==> config.mk <==
export PLATFORM = sky130hd
export DESIGN_NAME = sse_top
export DESIGN_NICKNAME = d
export VERILOG_FILES = /design/src/core/sse_pkg.sv /design/src/core/sse_top.sv /design/src/core/sse_state_mem.sv
export SDC_FILE = /design/constraint.sdc
export NUM_CORES = 1
export LEC_CHECK = 0
export BUFFER_PORTS_ARGS = -buffer_cell sky130_fd_sc_hd__buf_2
export CAP_MARGIN = 0
export CORE_ASPECT_RATIO = 1.2
export CORE_MARGIN = 3
export CORE_UTILIZATION = 60
export CTS_BUF_LIST = sky130_fd_sc_hd__clkbuf_16
export CTS_CLUSTER_SIZE = 24
export DETAILED_ROUTE_END_ITERATION = 16
export PLACE_DENSITY = 0.85
export RECOVER_POWER = 25
export SYNTH_ARGS = -nofsm -noshare
export SYNTH_HDL_FRONTEND = slang
export SYNTH_SLANG_ARGS = --single-unit
==> constraint.sdc <==
create_clock -name clk -period 3.3 [get_ports clk]
set_clock_uncertainty 0.15 [all_clocks]
set_input_delay 0.66 -clock clk [delete_from_list [all_inputs] [get_ports clk]]
set_output_delay 0.66 -clock clk [all_outputs]
set_load 0.01 [all_outputs]
==> src/core/sse_pkg.sv <==
// ---------------------------------------------------------------------------
// Shared constants of the state sensor enable command block.
// ---------------------------------------------------------------------------
package sse_pkg;

  // -------------------------------------------------------------------------
  // Register byte offsets on the Avalon-MM slave.
  // -------------------------------------------------------------------------
  localparam logic [7:0] REG_CTRL       = 8'h00; // Write starts a command.
  localparam logic [7:0] REG_HANDLE     = 8'h04; // Sensor handle of the request.
  localparam logic [7:0] REG_COUNT      = 8'h08; // Sensor set count of the request.
  localparam logic [7:0] REG_RESULT     = 8'h0c; // Result code, busy, reported count.
  localparam logic [7:0] REG_IRQ_STATUS = 8'h10; // Sticky events, cleared by read.
  localparam logic [7:0] REG_IRQ_MASK   = 8'h14; // Interrupt enables.
  localparam logic [2:0] WIN_ENTRY      = 3'h1;  // Entries at 0x20 + 4 * index.
  localparam logic [2:0] WIN_SNAP       = 3'h2;  // Snapshots at 0x40 + 4 * index.

  // -------------------------------------------------------------------------
  // Field positions.
  // -------------------------------------------------------------------------
  localparam int RES_CODE_LSB  = 0;
  localparam int RES_BUSY_BIT  = 8;
  localparam int RES_COUNT_LSB = 16;
  localparam int ENT_OP_LSB    = 0;
  localparam int ENT_EV_LSB    = 8;
  localparam int IRQ_DONE_BIT  = 0;
  localparam int IRQ_ERR_BIT   = 1;

  // -------------------------------------------------------------------------
  // Command codes written to the control register.
  // -------------------------------------------------------------------------
  localparam logic [1:0] CMD_SET_ENABLES = 2'h0; // set_sensor_enables_cmd
  localparam logic [1:0] CMD_READ_STATES = 2'h1; // read_sensor_states_cmd
  localparam logic [1:0] CMD_INIT_SENSOR = 2'h2; // init_state_sensor_cmd

  // -------------------------------------------------------------------------
  // Request field values.
  // -------------------------------------------------------------------------
  localparam logic [15:0] HANDLE_RSVD_LO = 16'h0000;
  localparam logic [15:0] HANDLE_RSVD_HI = 16'hffff;
  localparam logic [7:0]  SET_COUNT_MIN  = 8'h01;
  localparam logic [7:0]  SET_COUNT_MAX  = 8'h08;
  localparam logic [7:0]  OP_ENABLED     = 8'h00;
  localparam logic [7:0]  OP_DISABLED    = 8'h01;
  localparam logic [7:0]  OP_UNAVAILABLE = 8'h02;
  localparam logic [7:0]  EV_KEEP        = 8'h00; // keep_setting
  localparam logic [7:0]  EV_OFF         = 8'h01; // events_off
  localparam logic [7:0]  EV_ON          = 8'h02; // events_on
  localparam logic [7:0]  EV_OP_ONLY     = 8'h03; // op_events_only
  localparam logic [7:0]  EV_STATE_ONLY  = 8'h04; // state_events_only

  // -------------------------------------------------------------------------
  // Result codes.
  // -------------------------------------------------------------------------
  localparam logic [7:0] SUCCESS_CODE          = 8'h00;
  localparam logic [7:0] INVALID_DATA_CODE     = 8'h02;
  localparam logic [7:0] UNSUPPORTED_CMD_CODE  = 8'h05;
  localparam logic [7:0] BAD_HANDLE_CODE       = 8'h80;
  localparam logic [7:0] NO_EVENT_SUPPORT_CODE = 8'h82;

  // -------------------------------------------------------------------------
  // Stored sensor word: event setting above operational state.
  // -------------------------------------------------------------------------
  localparam int         MEM_OP_W     = 2;
  localparam int         MEM_EV_W     = 3;
  localparam int         MEM_W        = MEM_OP_W + MEM_EV_W;
  localparam int         MEM_DEPTH    = 8;
  localparam logic [4:0] MEM_RESET_WD = {EV_OFF[2:0], OP_ENABLED[1:0]};

endpackage

==> src/core/sse_top.sv <==
`timescale 1ns/100ps
module sse_top
  import sse_pkg::*;
#(
  parameter logic [15:0] SENSOR_HANDLE  = 16'h0001,
  parameter logic [3:0]  NUM_SETS       = 4'h8,
  parameter logic [7:0]  EVENT_CAPABLE  = 8'h0f,
  parameter logic        INIT_SUPPORTED = 1'b1
)
(
  input  wire logic        clk,
  input  wire logic        nrst,
  input  wire logic [7:0]  avs_address,
  input  wire logic        avs_read,
  input  wire logic        avs_write,
  input  wire logic [31:0] avs_writedata,
  input  wire logic [3:0]  avs_byteenable,
  output logic      [31:0] avs_readdata,
  output logic             avs_waitrequest,
  output logic             irq
);

  typedef enum logic [4:0] {
    ST_IDLE  = 5'b00001,
    ST_CHECK = 5'b00010,
    ST_RD    = 5'b00100,
    ST_WR    = 5'b01000,
    ST_DONE  = 5'b10000
  } sse_fsm_t;

  typedef struct packed {
    sse_fsm_t               st;
    logic [1:0]             cmd;
    logic [2:0]             idx;
    logic [2:0]             last;
    logic [15:0]            handle;
    logic [7:0]             count;
    logic [7:0][15:0]       entry;
    logic [7:0][MEM_W-1:0]  snap;
    logic [7:0]             result;
    logic [3:0]             rep_count;
    logic [1:0]             irq_status;
    logic [1:0]             irq_mask;
    logic                   ack;
    logic [31:0]            rdata;
  } sse_reg_t;

  sse_reg_t         r;
  sse_reg_t         next_r;
  logic [MEM_W-1:0] mem_rdata;
  logic [MEM_W-1:0] mem_wdata;
  logic             mem_wr;
  logic             mem_rd;
  logic             req;
  logic             acc;
  logic             handle_bad;
  logic             count_bad;
  logic [7:0]       op_bad;
  logic [7:0]       ev_bad;
  logic [7:0]       ev_unsup;
  logic [7:0]       cnt_m1;
  logic [31:0]      rd_mux;

  // -------------------------------------------------------------------------
  // Byte lane merge for register writes.
  // -------------------------------------------------------------------------
  function automatic logic [31:0] be_merge(input logic [31:0] old,
                                           input logic [31:0] wd,
                                           input logic [3:0]  be);
    logic [31:0] res;
    res = old;
    for (int b = 0; b < 4; b++)
    begin
      if (be[b])
      begin
        res[b*8 +: 8] = wd[b*8 +: 8];
      end
    end
    return res;
  endfunction

  // -------------------------------------------------------------------------
  // Request checks.
  // -------------------------------------------------------------------------
  // reserved or unknown handle rejection
  assign handle_bad = (r.handle == HANDLE_RSVD_LO) || (r.handle == HANDLE_RSVD_HI) ||
                      (r.handle != SENSOR_HANDLE);
  assign count_bad  = (r.count < SET_COUNT_MIN) || (r.count > SET_COUNT_MAX) ||
                      (r.count > {4'h0, NUM_SETS});
  assign cnt_m1     = r.count - 8'h01;

  // Each counted entry is checked for legal codes and for event support.
  for (genvar i = 0; i < 8; i++)
  begin : g_chk
    logic active;
    assign active      = r.count > 8'(i);
    assign op_bad[i]   = active && (r.entry[i][ENT_OP_LSB +: 8] > OP_UNAVAILABLE);
    assign ev_bad[i]   = active && (r.entry[i][ENT_EV_LSB +: 8] > EV_STATE_ONLY);
    assign ev_unsup[i] = active && !EVENT_CAPABLE[i] &&
                         (r.entry[i][ENT_EV_LSB +: 8] >= EV_ON);
  end

  // -------------------------------------------------------------------------
  // Avalon-MM handshake: one wait cycle, then the access completes.
  // -------------------------------------------------------------------------
  assign req             = avs_read || avs_write;
  assign acc             = req && r.ack;
  assign avs_waitrequest = req && !r.ack;
  assign avs_readdata    = r.rdata;
  assign irq             = |(r.irq_status & r.irq_mask);

  // Read data selection by address; unmapped words read as zero.
  always_comb
  begin
    rd_mux = '0;
    if (avs_address[7:5] == WIN_ENTRY)
    begin
      rd_mux[15:0] = r.entry[avs_address[4:2]];
    end
    else if (avs_address[7:5] == WIN_SNAP)
    begin
      rd_mux[MEM_W-1:0] = r.snap[avs_address[4:2]];
    end
    else
    begin
      unique case (avs_address)
        REG_CTRL:       rd_mux[1:0]  = r.cmd;
        REG_HANDLE:     rd_mux[15:0] = r.handle;
        REG_COUNT:      rd_mux[7:0]  = r.count;
        REG_RESULT:
        begin
          rd_mux[RES_CODE_LSB +: 8]  = r.result;
          rd_mux[RES_BUSY_BIT]       = r.st != ST_IDLE;
          rd_mux[RES_COUNT_LSB +: 4] = r.rep_count;
        end
        REG_IRQ_STATUS: rd_mux[1:0]  = r.irq_status;
        REG_IRQ_MASK:   rd_mux[1:0]  = r.irq_mask;
        default:        rd_mux       = '0;
      endcase
    end
  end

  // -------------------------------------------------------------------------
  // Sensor store access.
  // -------------------------------------------------------------------------
  assign mem_rd = r.st == ST_RD;
  assign mem_wr = (r.st == ST_WR) && (r.cmd != CMD_READ_STATES);

  // Merge the entry with the stored word, or load defaults on init.
  always_comb
  begin
    if (r.cmd == CMD_INIT_SENSOR)
    begin
      mem_wdata = MEM_RESET_WD;
    end
    else if (r.entry[r.idx][ENT_EV_LSB +: 8] == EV_KEEP)
    begin
      mem_wdata = {mem_rdata[MEM_W-1:MEM_OP_W], r.entry[r.idx][ENT_OP_LSB +: MEM_OP_W]};
    end
    else
    begin
      mem_wdata = {r.entry[r.idx][ENT_EV_LSB +: MEM_EV_W],
                   r.entry[r.idx][ENT_OP_LSB +: MEM_OP_W]};
    end
  end

  sse_state_mem u_mem (
    .clk     (clk),
    .nrst    (nrst),
    .wr_en   (mem_wr),
    .wr_addr (r.idx),
    .wr_data (mem_wdata),
    .rd_en   (mem_rd),
    .rd_addr (r.idx),
    .rd_data (mem_rdata)
  );

  // -------------------------------------------------------------------------
  // Next state: bus registers, command sequencer and interrupt flags.
  // -------------------------------------------------------------------------
  always_comb
  begin
    next_r     = r;
    next_r.ack = req && !r.ack;
    if (req && !r.ack && avs_read)
    begin
      next_r.rdata = rd_mux;
    end
    // Status read clears only the bits that were returned.
    if (acc && avs_read && (avs_address == REG_IRQ_STATUS))
    begin
      next_r.irq_status = r.irq_status & ~r.rdata[1:0];
    end
    if (acc && avs_write)
    begin
      if (avs_address == REG_IRQ_MASK)
      begin
        next_r.irq_mask = 2'(be_merge({30'h0, r.irq_mask}, avs_writedata, avs_byteenable));
      end
      else if (r.st == ST_IDLE)
      begin
        if (avs_address == REG_CTRL && avs_byteenable[0])
        begin
          next_r.cmd = avs_writedata[1:0];
          next_r.st  = ST_CHECK;
        end
        else if (avs_address == REG_HANDLE)
        begin
          next_r.handle = 16'(be_merge({16'h0, r.handle}, avs_writedata, avs_byteenable));
        end
        else if (avs_address == REG_COUNT)
        begin
          next_r.count = 8'(be_merge({24'h0, r.count}, avs_writedata, avs_byteenable));
        end
        else if (avs_address[7:5] == WIN_ENTRY)
        begin
          next_r.entry[avs_address[4:2]] =
            16'(be_merge({16'h0, r.entry[avs_address[4:2]]}, avs_writedata, avs_byteenable));
        end
      end
    end
    unique case (r.st)
      ST_IDLE:
      begin
      end
      ST_CHECK:
      begin
        next_r.idx       = 3'h0;
        next_r.last      = 3'(NUM_SETS - 4'h1);
        next_r.rep_count = 4'h0;
        next_r.result    = SUCCESS_CODE;
        next_r.st        = ST_DONE;
        unique case (r.cmd)
          CMD_SET_ENABLES:
          begin
            if (handle_bad)
              next_r.result = BAD_HANDLE_CODE;
            else if (count_bad || (|op_bad) || (|ev_bad))
              next_r.result = INVALID_DATA_CODE;
            else if (|ev_unsup)
              next_r.result = NO_EVENT_SUPPORT_CODE;
            else
            begin
              next_r.last = cnt_m1[2:0];
              next_r.st   = ST_RD;
            end
          end
          CMD_READ_STATES:
          begin
            if (handle_bad)
              next_r.result = BAD_HANDLE_CODE;
            else
            begin
              next_r.rep_count = NUM_SETS;
              next_r.st        = ST_RD;
            end
          end
          CMD_INIT_SENSOR:
          begin
            if (!INIT_SUPPORTED)
              next_r.result = UNSUPPORTED_CMD_CODE;
            else if (handle_bad)
              next_r.result = BAD_HANDLE_CODE;
            else
              next_r.st = ST_RD;
          end
          default: next_r.result = UNSUPPORTED_CMD_CODE;
        endcase
      end
      ST_RD:
      begin
        next_r.st = ST_WR;
      end
      ST_WR:
      begin
        if (r.cmd == CMD_READ_STATES)
        begin
          next_r.snap[r.idx] = mem_rdata;
        end
        if (r.idx == r.last)
        begin
          next_r.st = ST_DONE;
        end
        else
        begin
          next_r.idx = r.idx + 3'h1;
          next_r.st  = ST_RD;
        end
      end
      ST_DONE:
      begin
        // Completion flags are set after any clear so a new event wins.
        next_r.irq_status[IRQ_DONE_BIT] = 1'b1;
        if (r.result != SUCCESS_CODE)
        begin
          next_r.irq_status[IRQ_ERR_BIT] = 1'b1;
        end
        next_r.st = ST_IDLE;
      end
      default: next_r.st = ST_IDLE;
    endcase
  end

  // State register.
  always_ff @(posedge clk or negedge nrst)
  begin
    if (!nrst)
    begin
      r    <= '0;
      r.st <= ST_IDLE;
    end
    else
    begin
      r <= next_r;
    end
  end
endmodule // sse_top

==> src/core/sse_state_mem.sv <==
`timescale 1ns/100ps
// ---------------------------------------------------------------------------
// Per-set sensor state store with a registered read port.
// ---------------------------------------------------------------------------
module sse_state_mem
  import sse_pkg::*;
(
  input  wire logic             clk,
  input  wire logic             nrst,
  input  wire logic             wr_en,
  input  wire logic [2:0]       wr_addr,
  input  wire logic [MEM_W-1:0] wr_data,
  input  wire logic             rd_en,
  input  wire logic [2:0]       rd_addr,
  output logic      [MEM_W-1:0] rd_data
);

  typedef struct packed {
    logic [MEM_DEPTH-1:0][MEM_W-1:0] word;
    logic [MEM_W-1:0]                rdata;
  } sse_mem_t;

  sse_mem_t r;
  sse_mem_t next_r;

  // Write one word and capture the addressed word on a read.
  always_comb
  begin
    next_r = r;
    if (wr_en)
    begin
      next_r.word[wr_addr] = wr_data;
    end
    if (rd_en)
    begin
      next_r.rdata = r.word[rd_addr];
    end
  end

  // Every set starts enabled with events off.
  always_ff @(posedge clk or negedge nrst)
  begin
    if (!nrst)
    begin
      r <= '{word: {MEM_DEPTH{MEM_RESET_WD}}, rdata: '0};
    end
    else
    begin
      r <= next_r;
    end
  end

  assign rd_data = r.rdata;

endmodule // sse_state_mem

==> flow_summary.ini, run 1 <==
[detailed_routing]
drt-total-wl_mm = 36.8
drt-initial-drc-count = 1051
vias = 10126
vias_per_cell = 6.72
met2WireLength_mm = 18.5
route.detailed.drc = 0
first_pass_iters = 5
antenna_left = 0
wire_per_inst_microns = 24.4
drt-met1-wl_mm = 13.9
wl_met3_mm = 2.95
dr.max_layer_used = met4

[yosys]
synth.cell_area_sq_um = 14100
synth_top_cell_area_share_pct = 47.4
synthTopCellsByArea = dfrtp_1 47%, mux2_2 19%, mux4_2 8.3%
synthArstFlopShare_pct = 100
synth_most_common_cell = dfrtp_1
synth_cells = 1135
ys.flop_type = dfrtp_1
synthTopCellsByCount = 267 x dfrtp_1, 234 x mux2_2, 116 x nand2_1, 71 x nor2_1, 52 x mux4_2
synth_top_cell_by_area = dfrtp_1
synth_edf_count = 0
yosysWarnings = 0
ys_seq_area_share_pct = 49.1
synth_area_per_cell_sq_um = 12.4
synth_seq_cells = 276
ys_types = 72

[setup_path]
path_buf_inv = 2
start_kind = flop
crit_path_max_incr_delay_ns = 0.39
rr_worst_depth = 8
reg2reg_from = r[244]
worst-endpoint-required_ns = 3.63
slowest_stage = clkinv_1
crit_family = compound AO/OA/AOI/OAI gates
path_cells = buf_4 -> clkinv_1 -> nor3_1 -> nor3_1 -> a2111oi_2 -> o2111ai_1 -> a21oi_2 -> mux2_2
rr_endpoint = u_mem.r[8]
rrSetupSlack_ns = 0.40
critical_path_arrival_ns = 3.23
endpoint_kind = flop
path_common_cell = nor3_1
path_max_fanout = 13
crit_type = reg -> reg

[sta]
slew_headroom_pct = -80.1
finalSetupViolCount = 0
hold_violations = 0
setup_tns_ns = 0
setup_ws_ns = 0.398
period_share_pct = 87.9
slew_viol_final = 106
rsz0062_at_grt = false
layout_min_cycle_time_ns = 2.90
tightestPinTransition_ns = 2.70
fmax_ghz = 0.345

[clock_tree]
htree_levels = 1
cts_resized = 0
cts_made_buffers = 27
cts_tree = done
cts_sinks = 276
clkLatencyLatePin_ns = 0.54
path_clk_slew_ns = 0.06
clockBufferDepth = 3
cts_setup_buffers = 0
postCtsHoldBufs = 0
cts_root_buf = clkbuf_16

[global_routing]
grt_pass1_wl_mm = 58.8
grt_max_degree = 108
antenna_found_initial = 0
grt_usage_pct = 28.9
grt_pass1_vias = 10522
grt_overflow = 0

[pwr]
ir_drop_uv = 250
power.leakage_nw = 7.38
power_density_nw_per_um2 = 485

[job]
maxCapViolCount = 1

[placed_design]
portBuffers = 48
pre_cts_slack_ns = 0.408
routabilityCongestion = 0.976
hpwl_mm = 25.4

[worst_hold_path]
min_from = avs_writedata[15]
min_to = r[240]
holdPathStages = 2
hold_path_class = in -> reg

[floorplanning]
dieArea_sq_um = 25400
coreArea_sq_um = 22700
ios = 82
rows = 60
start_util_pct = 61.9
die_w_microns = 146
die_y_microns = 174

[outcome]
violations = max-capacitance violations, max-slew violations
outcome = finished with violations

[cells_and_area]
antenna_cells = 0
nFillCells = 1501
drive_gt1_share_pct = 37.3
syn2layout_area_growth_pct = 10.5
fin_nets = 1233
-- logic make-up (layout without fill, tap and decap cells) --
kind of cell / count (synthesis) / after routing / synth area share (%)
other cells: 1 / 15 / 0.0266
mux: 305 / 305 / 28.4
flops: 276 / 276 / 49.1
xor+xnor: 4 / 4 / 0.249
simple gates: 297 / 297 / 10.4
buf+inv: 105 / 152 / 4.01
fa+ha+maj: 8 / 8 / 0.711
compound gates: 139 / 139 / 7.05
-- cell usage in the layout, fill, tap and decap left out, drive strengths merged, types with 11 or more instances in the layout --
| cell | n |
|---|---|
| nand3 | 13 |
| o21ai | 36 |
| buf | 88 |
| nand2 | 116 |
| a221oi | 14 |
| clkbuf | 29 |
| mux2i | 16 |
| nor3 | 21 |
| mux4 | 52 |
| inv | 17 |
| clkinv | 11 |
| dfrtp | 267 |
| mux2 | 237 |
| nor4 | 13 |
| nor2 | 72 |
| conb | 15 |
| a21oi | 21 |
-- state kept, by name (all words and copies together), names as in the netlist --
register and count:
u_mem.rd_data 5, avs_readdata 17, r 214, u_mem.r 40
-- per-layer routing --
| layer | GRT usage, % | up-vias |
|---|---|---|
| met5 | 0 | - |
| li1 | - | 4264 |
| met3 | 4.37 | 112 |
| met2 | 49.5 | 569 |
| met1 | 37.1 | 5181 |
| met4 | 11.8 | 0 |
-- worst max path at each step --
stage                              start           to  cells past startpoint
after floorplan           avs_address[2]       r[157]                      7
after global placement    avs_address[2]       r[132]                      6
after detailed placement          r[244]   u_mem.r[8]                      8
after CTS                         r[244]   u_mem.r[8]                      8
after global routing              r[244]  u_mem.r[33]                      8
final                             r[244]   u_mem.r[8]                      8
-- worst reg2reg max path, cell delays in order, from the launching register on --
cell,delay [ns]
dfrtp_1,0.38
buf_4,0.25
clkinv_1,0.39
nor3_1,0.38
nor3_1,0.10
a2111oi_2,0.37
o2111ai_1,0.20
a21oi_2,0.38
mux2_2,0.24
-- area by class of cell --
cell class	count	area (sq um)	area share [%]
clock buffer	27	676	4.34
clock inverter	21	238	1.53
inverter	14	52.6	0.338
multi-input combinational	768	6650	42.7
sequential	276	6920	44.4
tap	310	388	2.49
timing repair buffer	90	641	4.12
-- report_power, final --
part	switching, mW	leakage (nW)	total, mW	internal, mW
logic	0.443	3.16	0.745	0.302
registers	0.110	3.76	3.61	3.50
clock network	1.31	0.461	3.20	1.88
total	1.87	7.38	7.55	5.68
-- per-stage QoR --
step | hold WS [ns] | utilization, % | cells | power (mW) | area (sq um)
final | 0.230 | 68.4 | 1506 | 7.55 | 15600
after global routing | 0.230 | 68.4 | 1506 | 7.78 | 15600
after CTS | 0.0645 | 68.5 | 1506 | 7.56 | 15600
after detailed placement | 0.307 | 64.5 | 1458 | 4.39 | 14700
after global placement | 0.303 | 64.5 | 1458 | 4.36 | 14700
after floorplan | 0.214 | - | 1149 | 4.11 | 14100
(Power assumes the default switching activity.)
==> run 2: changes to the inputs <==
--- a/config.mk
+++ b/config.mk
@@ -13,8 +13,10 @@
 export CTS_BUF_LIST = sky130_fd_sc_hd__clkbuf_16
 export CTS_CLUSTER_SIZE = 24
 export DETAILED_ROUTE_END_ITERATION = 16
+export MAX_ROUTING_LAYER = met4
 export PLACE_DENSITY = 0.85
 export RECOVER_POWER = 25
+export SLEW_MARGIN = 20
 export SYNTH_ARGS = -nofsm -noshare
 export SYNTH_HDL_FRONTEND = slang
 export SYNTH_SLANG_ARGS = --single-unit
==> flow_summary.ini, run 2 (synthesized netlist as in run 1, its figures left out) <==
[outcome]
outcome = finished with violations
violations = max-capacitance violations, max-slew violations

[detailed_routing]
drt-met1-wl_mm = 14.4
vias = 9979
antenna_left = 0
dr.max_layer_used = met4
drt-total-wl_mm = 36.5
drt-initial-drc-count = 1150
vias_per_cell = 6.64
route.detailed.drc = 0
wire_per_inst_microns = 24.3
wl_met3_mm = 2.45
met2WireLength_mm = 18.1
first_pass_iters = 5

[floorplanning]
coreArea_sq_um = 22700
dieArea_sq_um = 25400
start_util_pct = 61.9
rows = 60
die_w_microns = 146
ios = 82
die_y_microns = 174

[worst_hold_path]
hold_path_class = in -> reg
min_from = avs_writedata[9]

[setup_path]
path_max_fanout = 15
worst-endpoint-required_ns = 3.61
slowest_stage = clkinv_1
path_cells = buf_4 -> clkinv_1 -> nor3_1 -> nor3_1 -> a2111oi_2 -> o2111ai_1 -> a21oi_2 -> mux2_2
reg2reg_from = r[244]
path_common_cell = nor3_1
start_kind = flop
crit_path_max_incr_delay_ns = 0.43
critical_path_arrival_ns = 3.28
cp-startpoint = r[244]
crit_type = reg -> reg
endpoint_kind = flop

[global_routing]
grt_usage_pct = 29.5
grt_pass1_vias = 10411
grt_max_degree = 118
grt_overflow = 0
grt_pass1_wl_mm = 58.1
antenna_found_initial = 0

[clock_tree]
cts_resized = 0
htree_levels = 1
cts_tree = done
clkLatencyLatePin_ns = 0.54
cts_root_buf = clkbuf_16
clockBufferDepth = 3
cts_sinks = 276
cts_made_buffers = 27
path_clk_slew_ns = 0.07

[sta]
period_share_pct = 90.0
hold_violations = 0
slew_viol_final = 84
finalSetupViolCount = 0
layout_min_cycle_time_ns = 2.97
tightestPinTransition_ns = 1.82
fmax_ghz = 0.337
setup_tns_ns = 0
slew_headroom_pct = -21.3
rsz0062_at_grt = false

[cells_and_area]
nFillCells = 1548
layout_commonest_cell = dfrtp_1
syn2layout_area_growth_pct = 9.39
fin_nets = 1227
largest_reg_flops = 214
regMostFlops = r
antenna_cells = 0
drive_gt1_share_pct = 35.8
final_cell_mix = 267 x dfrtp_1, 234 x mux2_2, 116 x nand2_1

[pwr]
ir_drop_uv = 360
power.leakage_nw = 7.30
power_density_nw_per_um2 = 466
finalPower_mw = 7.17

[placed_design]
portBuffers = 48
hpwl_mm = 25.8
routabilityCongestion = 0.959

[job]
maxCapViolCount = 1
run 2: cell types whose count changed in the layout (fill, tap and decap cells not counted), moves of 4 or more:
| cell | before | now |
|---|---|---|
| buf_4 | 34 | 26 |
| inv_1 | 15 | 20 |
| bufinv_16 | 5 | 1 |
| clkinv_1 | 2 | 9 |
| clkinv_2 | 8 | 3 |
run 2: repair_timing:
item                       4_1_cts  5_1_grt
hold endpoints to repair        37        0
hold buffers                     1        0
setup endpoints to repair        0        0
buffers inserted                 0        0
run 2: per-layer routing:
layer	track usage [%]	vias up
met4	11.0	0
li1	-	4254
met3	3.79	132
met5	-	-
met2	48.5	520
met1	37.9	5073
run 2: per-stage QoR:
stage / cells / area [sq um] / setup WS (ns) / hold WS (ns) / utilization, %
after floorplan: 1149 / 14100 / 0.601 / 0.214 / -
after global placement: 1451 / 14600 / 0.456 / 0.301 / 64.2
after detailed placement: 1451 / 14600 / 0.430 / 0.307 / 64.2
after CTS: 1502 / 15400 / 0.353 / 0.213 / 67.8
after global routing: 1502 / 15400 / 0.174 / 0.220 / 67.7
final: 1502 / 15400 / 0.331 / 0.224 / 67.7
run 2: path summary, 6_finish.rpt:
kind	endpoint	slack, ns	cells after the start
setup / recovery	u_mem.r[23]	0.33	8
hold / removal	r[234]	0.22	2
setup reg to reg	u_mem.r[23]	0.33	8
hold reg to reg	u_mem.r[7]	0.32	2
max in group asynchronous	r[100]	0.47	3
min in group asynchronous	u_mem.r[15]	0.45	2
run 2: area by class of cell:
type / instances / area [sq um] / share of cell area (%)
Clock buffer: 27 / 676 / 4.39
Clock inverter: 23 / 130 / 0.845
Inverter: 14 / 52.6 / 0.341
Multi-Input combinational cell: 768 / 6650 / 43.2
Sequential cell: 276 / 6920 / 44.9
Tap cell: 310 / 388 / 2.52
Timing Repair Buffer: 84 / 588 / 3.82
run 2: power by group:
part	internal, mW	total (mW)	switching (mW)
logic	0.295	0.730	0.434
registers	3.50	3.60	0.108
clock network	1.56	2.84	1.28
run 2: worst max-delay path: cells and delay by family, from the launching register on:
kind | cells | cell delay, ns
buf+inv | 2 | 0.69
compound gates | 3 | 0.97
simple gates | 2 | 0.49
mux | 1 | 0.25
flops | 1 | 0.36
==> run 3: changes to the inputs <==
--- a/config.mk
+++ b/config.mk
@@ -14,7 +14,7 @@
 export CTS_CLUSTER_SIZE = 24
 export DETAILED_ROUTE_END_ITERATION = 16
 export MAX_ROUTING_LAYER = met4
-export PLACE_DENSITY = 0.85
+export PLACE_DENSITY = 0.77
 export RECOVER_POWER = 25
 export SLEW_MARGIN = 20
 export SYNTH_ARGS = -nofsm -noshare
==> flow_summary.ini, run 3 (synthesized netlist as in run 1, its figures left out) <==
[outcome]
outcome = finished with violations
violations = max-capacitance violations, max-slew violations

[floorplanning]
die_w_microns = 146
dieArea_sq_um = 25400
rows = 60
die_y_microns = 174
coreArea_sq_um = 22700
ios = 82
start_util_pct = 61.9

[cells_and_area]
antenna_cells = 0
fin_nets = 1228
nFillCells = 1634
regMostFlops = r
layout_commonest_cell = dfrtp_1
syn2layout_area_growth_pct = 10.3
largest_reg_flops = 214
drive_gt1_share_pct = 36.3
final_cell_mix = 266 x dfrtp_1, 234 x mux2_2, 116 x nand2_1
final_cells = 1503

[setup_path]
start_kind = flop
path_cells = or4_1 -> nor3_1 -> nor3_1 -> a2111oi_2 -> o2111ai_1 -> a21oi_2 -> mux2_2
reg2reg_from = r[135]
rr_endpoint = u_mem.r[8]
critical_path_arrival_ns = 3.20
endpoint_kind = flop
rrSetupSlack_ns = 0.42
crit_type = reg -> reg
path_max_fanout = 8
path_common_cell = nor3_1
worst-endpoint-required_ns = 3.62
slowest_stage = or4_1
rr_worst_depth = 7
crit_path_max_incr_delay_ns = 0.58
cp-startpoint = r[135]

[placed_design]
portBuffers = 48
dp.cells = 1451
routabilityCongestion = 0.972
hpwl_mm = 25.2
pre_cts_slack_ns = 0.272

[clock_tree]
cts_sinks = 276
clkLatencyLatePin_ns = 0.54
cts_setup_buffers = 0
path_clk_slew_ns = 0.07
cts_root_buf = clkbuf_16
cts_made_buffers = 28
cts_tree = done
htree_levels = 1
clockBufferDepth = 3

[global_routing]
grt_use_met3_pct = 3.06
antenna_found_initial = 0
grt_max_degree = 67
grt_pass1_vias = 9845
grt_usage_pct = 28.9
grt_overflow = 0
grt.busiest_layer = met2
use_met2_pct = 46.4
grt_pass1_wl_mm = 56.5
met1_usage_pct = 39.7

[sta]
slew_viol_final = 64
hold_violations = 0
timing.hold.ws_ns = 0.216
period_share_pct = 87.3
fmax_ghz = 0.347
setup_tns_ns = 0
finalSetupViolCount = 0
rsz0062_at_grt = false
setup_ws_ns = 0.420
slew_headroom_pct = -15.6
tightestPinTransition_ns = 1.73
layout_min_cycle_time_ns = 2.88

[job]
maxCapViolCount = 1

[detailed_routing]
vias_per_cell = 6.41
drt-initial-drc-count = 771
first_pass_iters = 5
wire_per_inst_microns = 23.6
drt-total-wl_mm = 35.5
antenna_left = 0
route.detailed.drc = 0
vias = 9630

[pwr]
power.leakage_nw = 7.35
finalPower_mw = 7.46
ir_drop_uv = 307
power_density_nw_per_um2 = 480

[worst_hold_path]
min_to = r[240]
holdPathStages = 2
hold_path_class = in -> reg
min_from = avs_writedata[15]
run 3: cell types whose count changed in the layout (fill, tap and decap cells not counted), moves of 2 or more:
cell       change
inv_1          -4
buf_12         +3
clkbuf_16      +2
bufinv_16      +2
buf_2          -2
clkinv_2       +3
run 3: final cells by class:
type / instances / area (sq um) / share of cell area (%)
well taps: 310 / 388 / 2.50
multi-input cells: 768 / 6650 / 42.8
clock inverters: 22 / 181 / 1.17
inverters: 14 / 56.3 / 0.362
clock buffers: 29 / 726 / 4.67
flip-flops and latches: 276 / 6920 / 44.5
repair buffers: 84 / 621 / 3.99
run 3: metrics by stage:
stage                     cell area [sq um]  utilization, %
final                                 15500            68.3
after global routing                  15500            68.3
after CTS                             15600            68.4
after detailed placement              14600            64.3
after global placement                14600            64.3
after floorplan                       14100               -
run 3: worst max-delay path by stage:
stage | to | slack [ns] | depth (start not counted)
5_1_grt | u_mem.r[8] | 0.30 | 7
6_report | u_mem.r[8] | 0.42 | 7
4_1_cts | u_mem.r[8] | 0.22 | 7
3_3_place_gp | u_mem.r[23] | 0.32 | 7
2_1_floorplan | r[157] | 0.60 | 7
3_5_place_dp | u_mem.r[8] | 0.27 | 7
run 3: timing repair:
action	CTS	global route
hold buffers	1	0
resized for setup	0	2
setup endpoints to repair	0	8
hold endpoints to repair	52	0
run 3: power breakdown:
part           switching (mW)  internal [mW]
registers               0.106           3.50
logic                   0.428          0.302
clock network            1.31           1.82
run 3: worst max-delay path, delay by kind of cell (launching register included):
kind	cells	cell delay, ns
multiplexers	1	0.23
AO/OA/AOI/OAI	3	0.97
AND/OR/NAND/NOR	3	1.07
flip-flops	1	0.40
run 3: metal layers:
metal / routed length, microns / share of wire [%] / vias up
met5: 0 / 0 / -
met4: 1120 / 3.1 / 0
met3: 1830 / 5.2 / 79
met2: 17300 / 49 / 339
met1: 15200 / 43 / 4956
li1: - / - / 4256
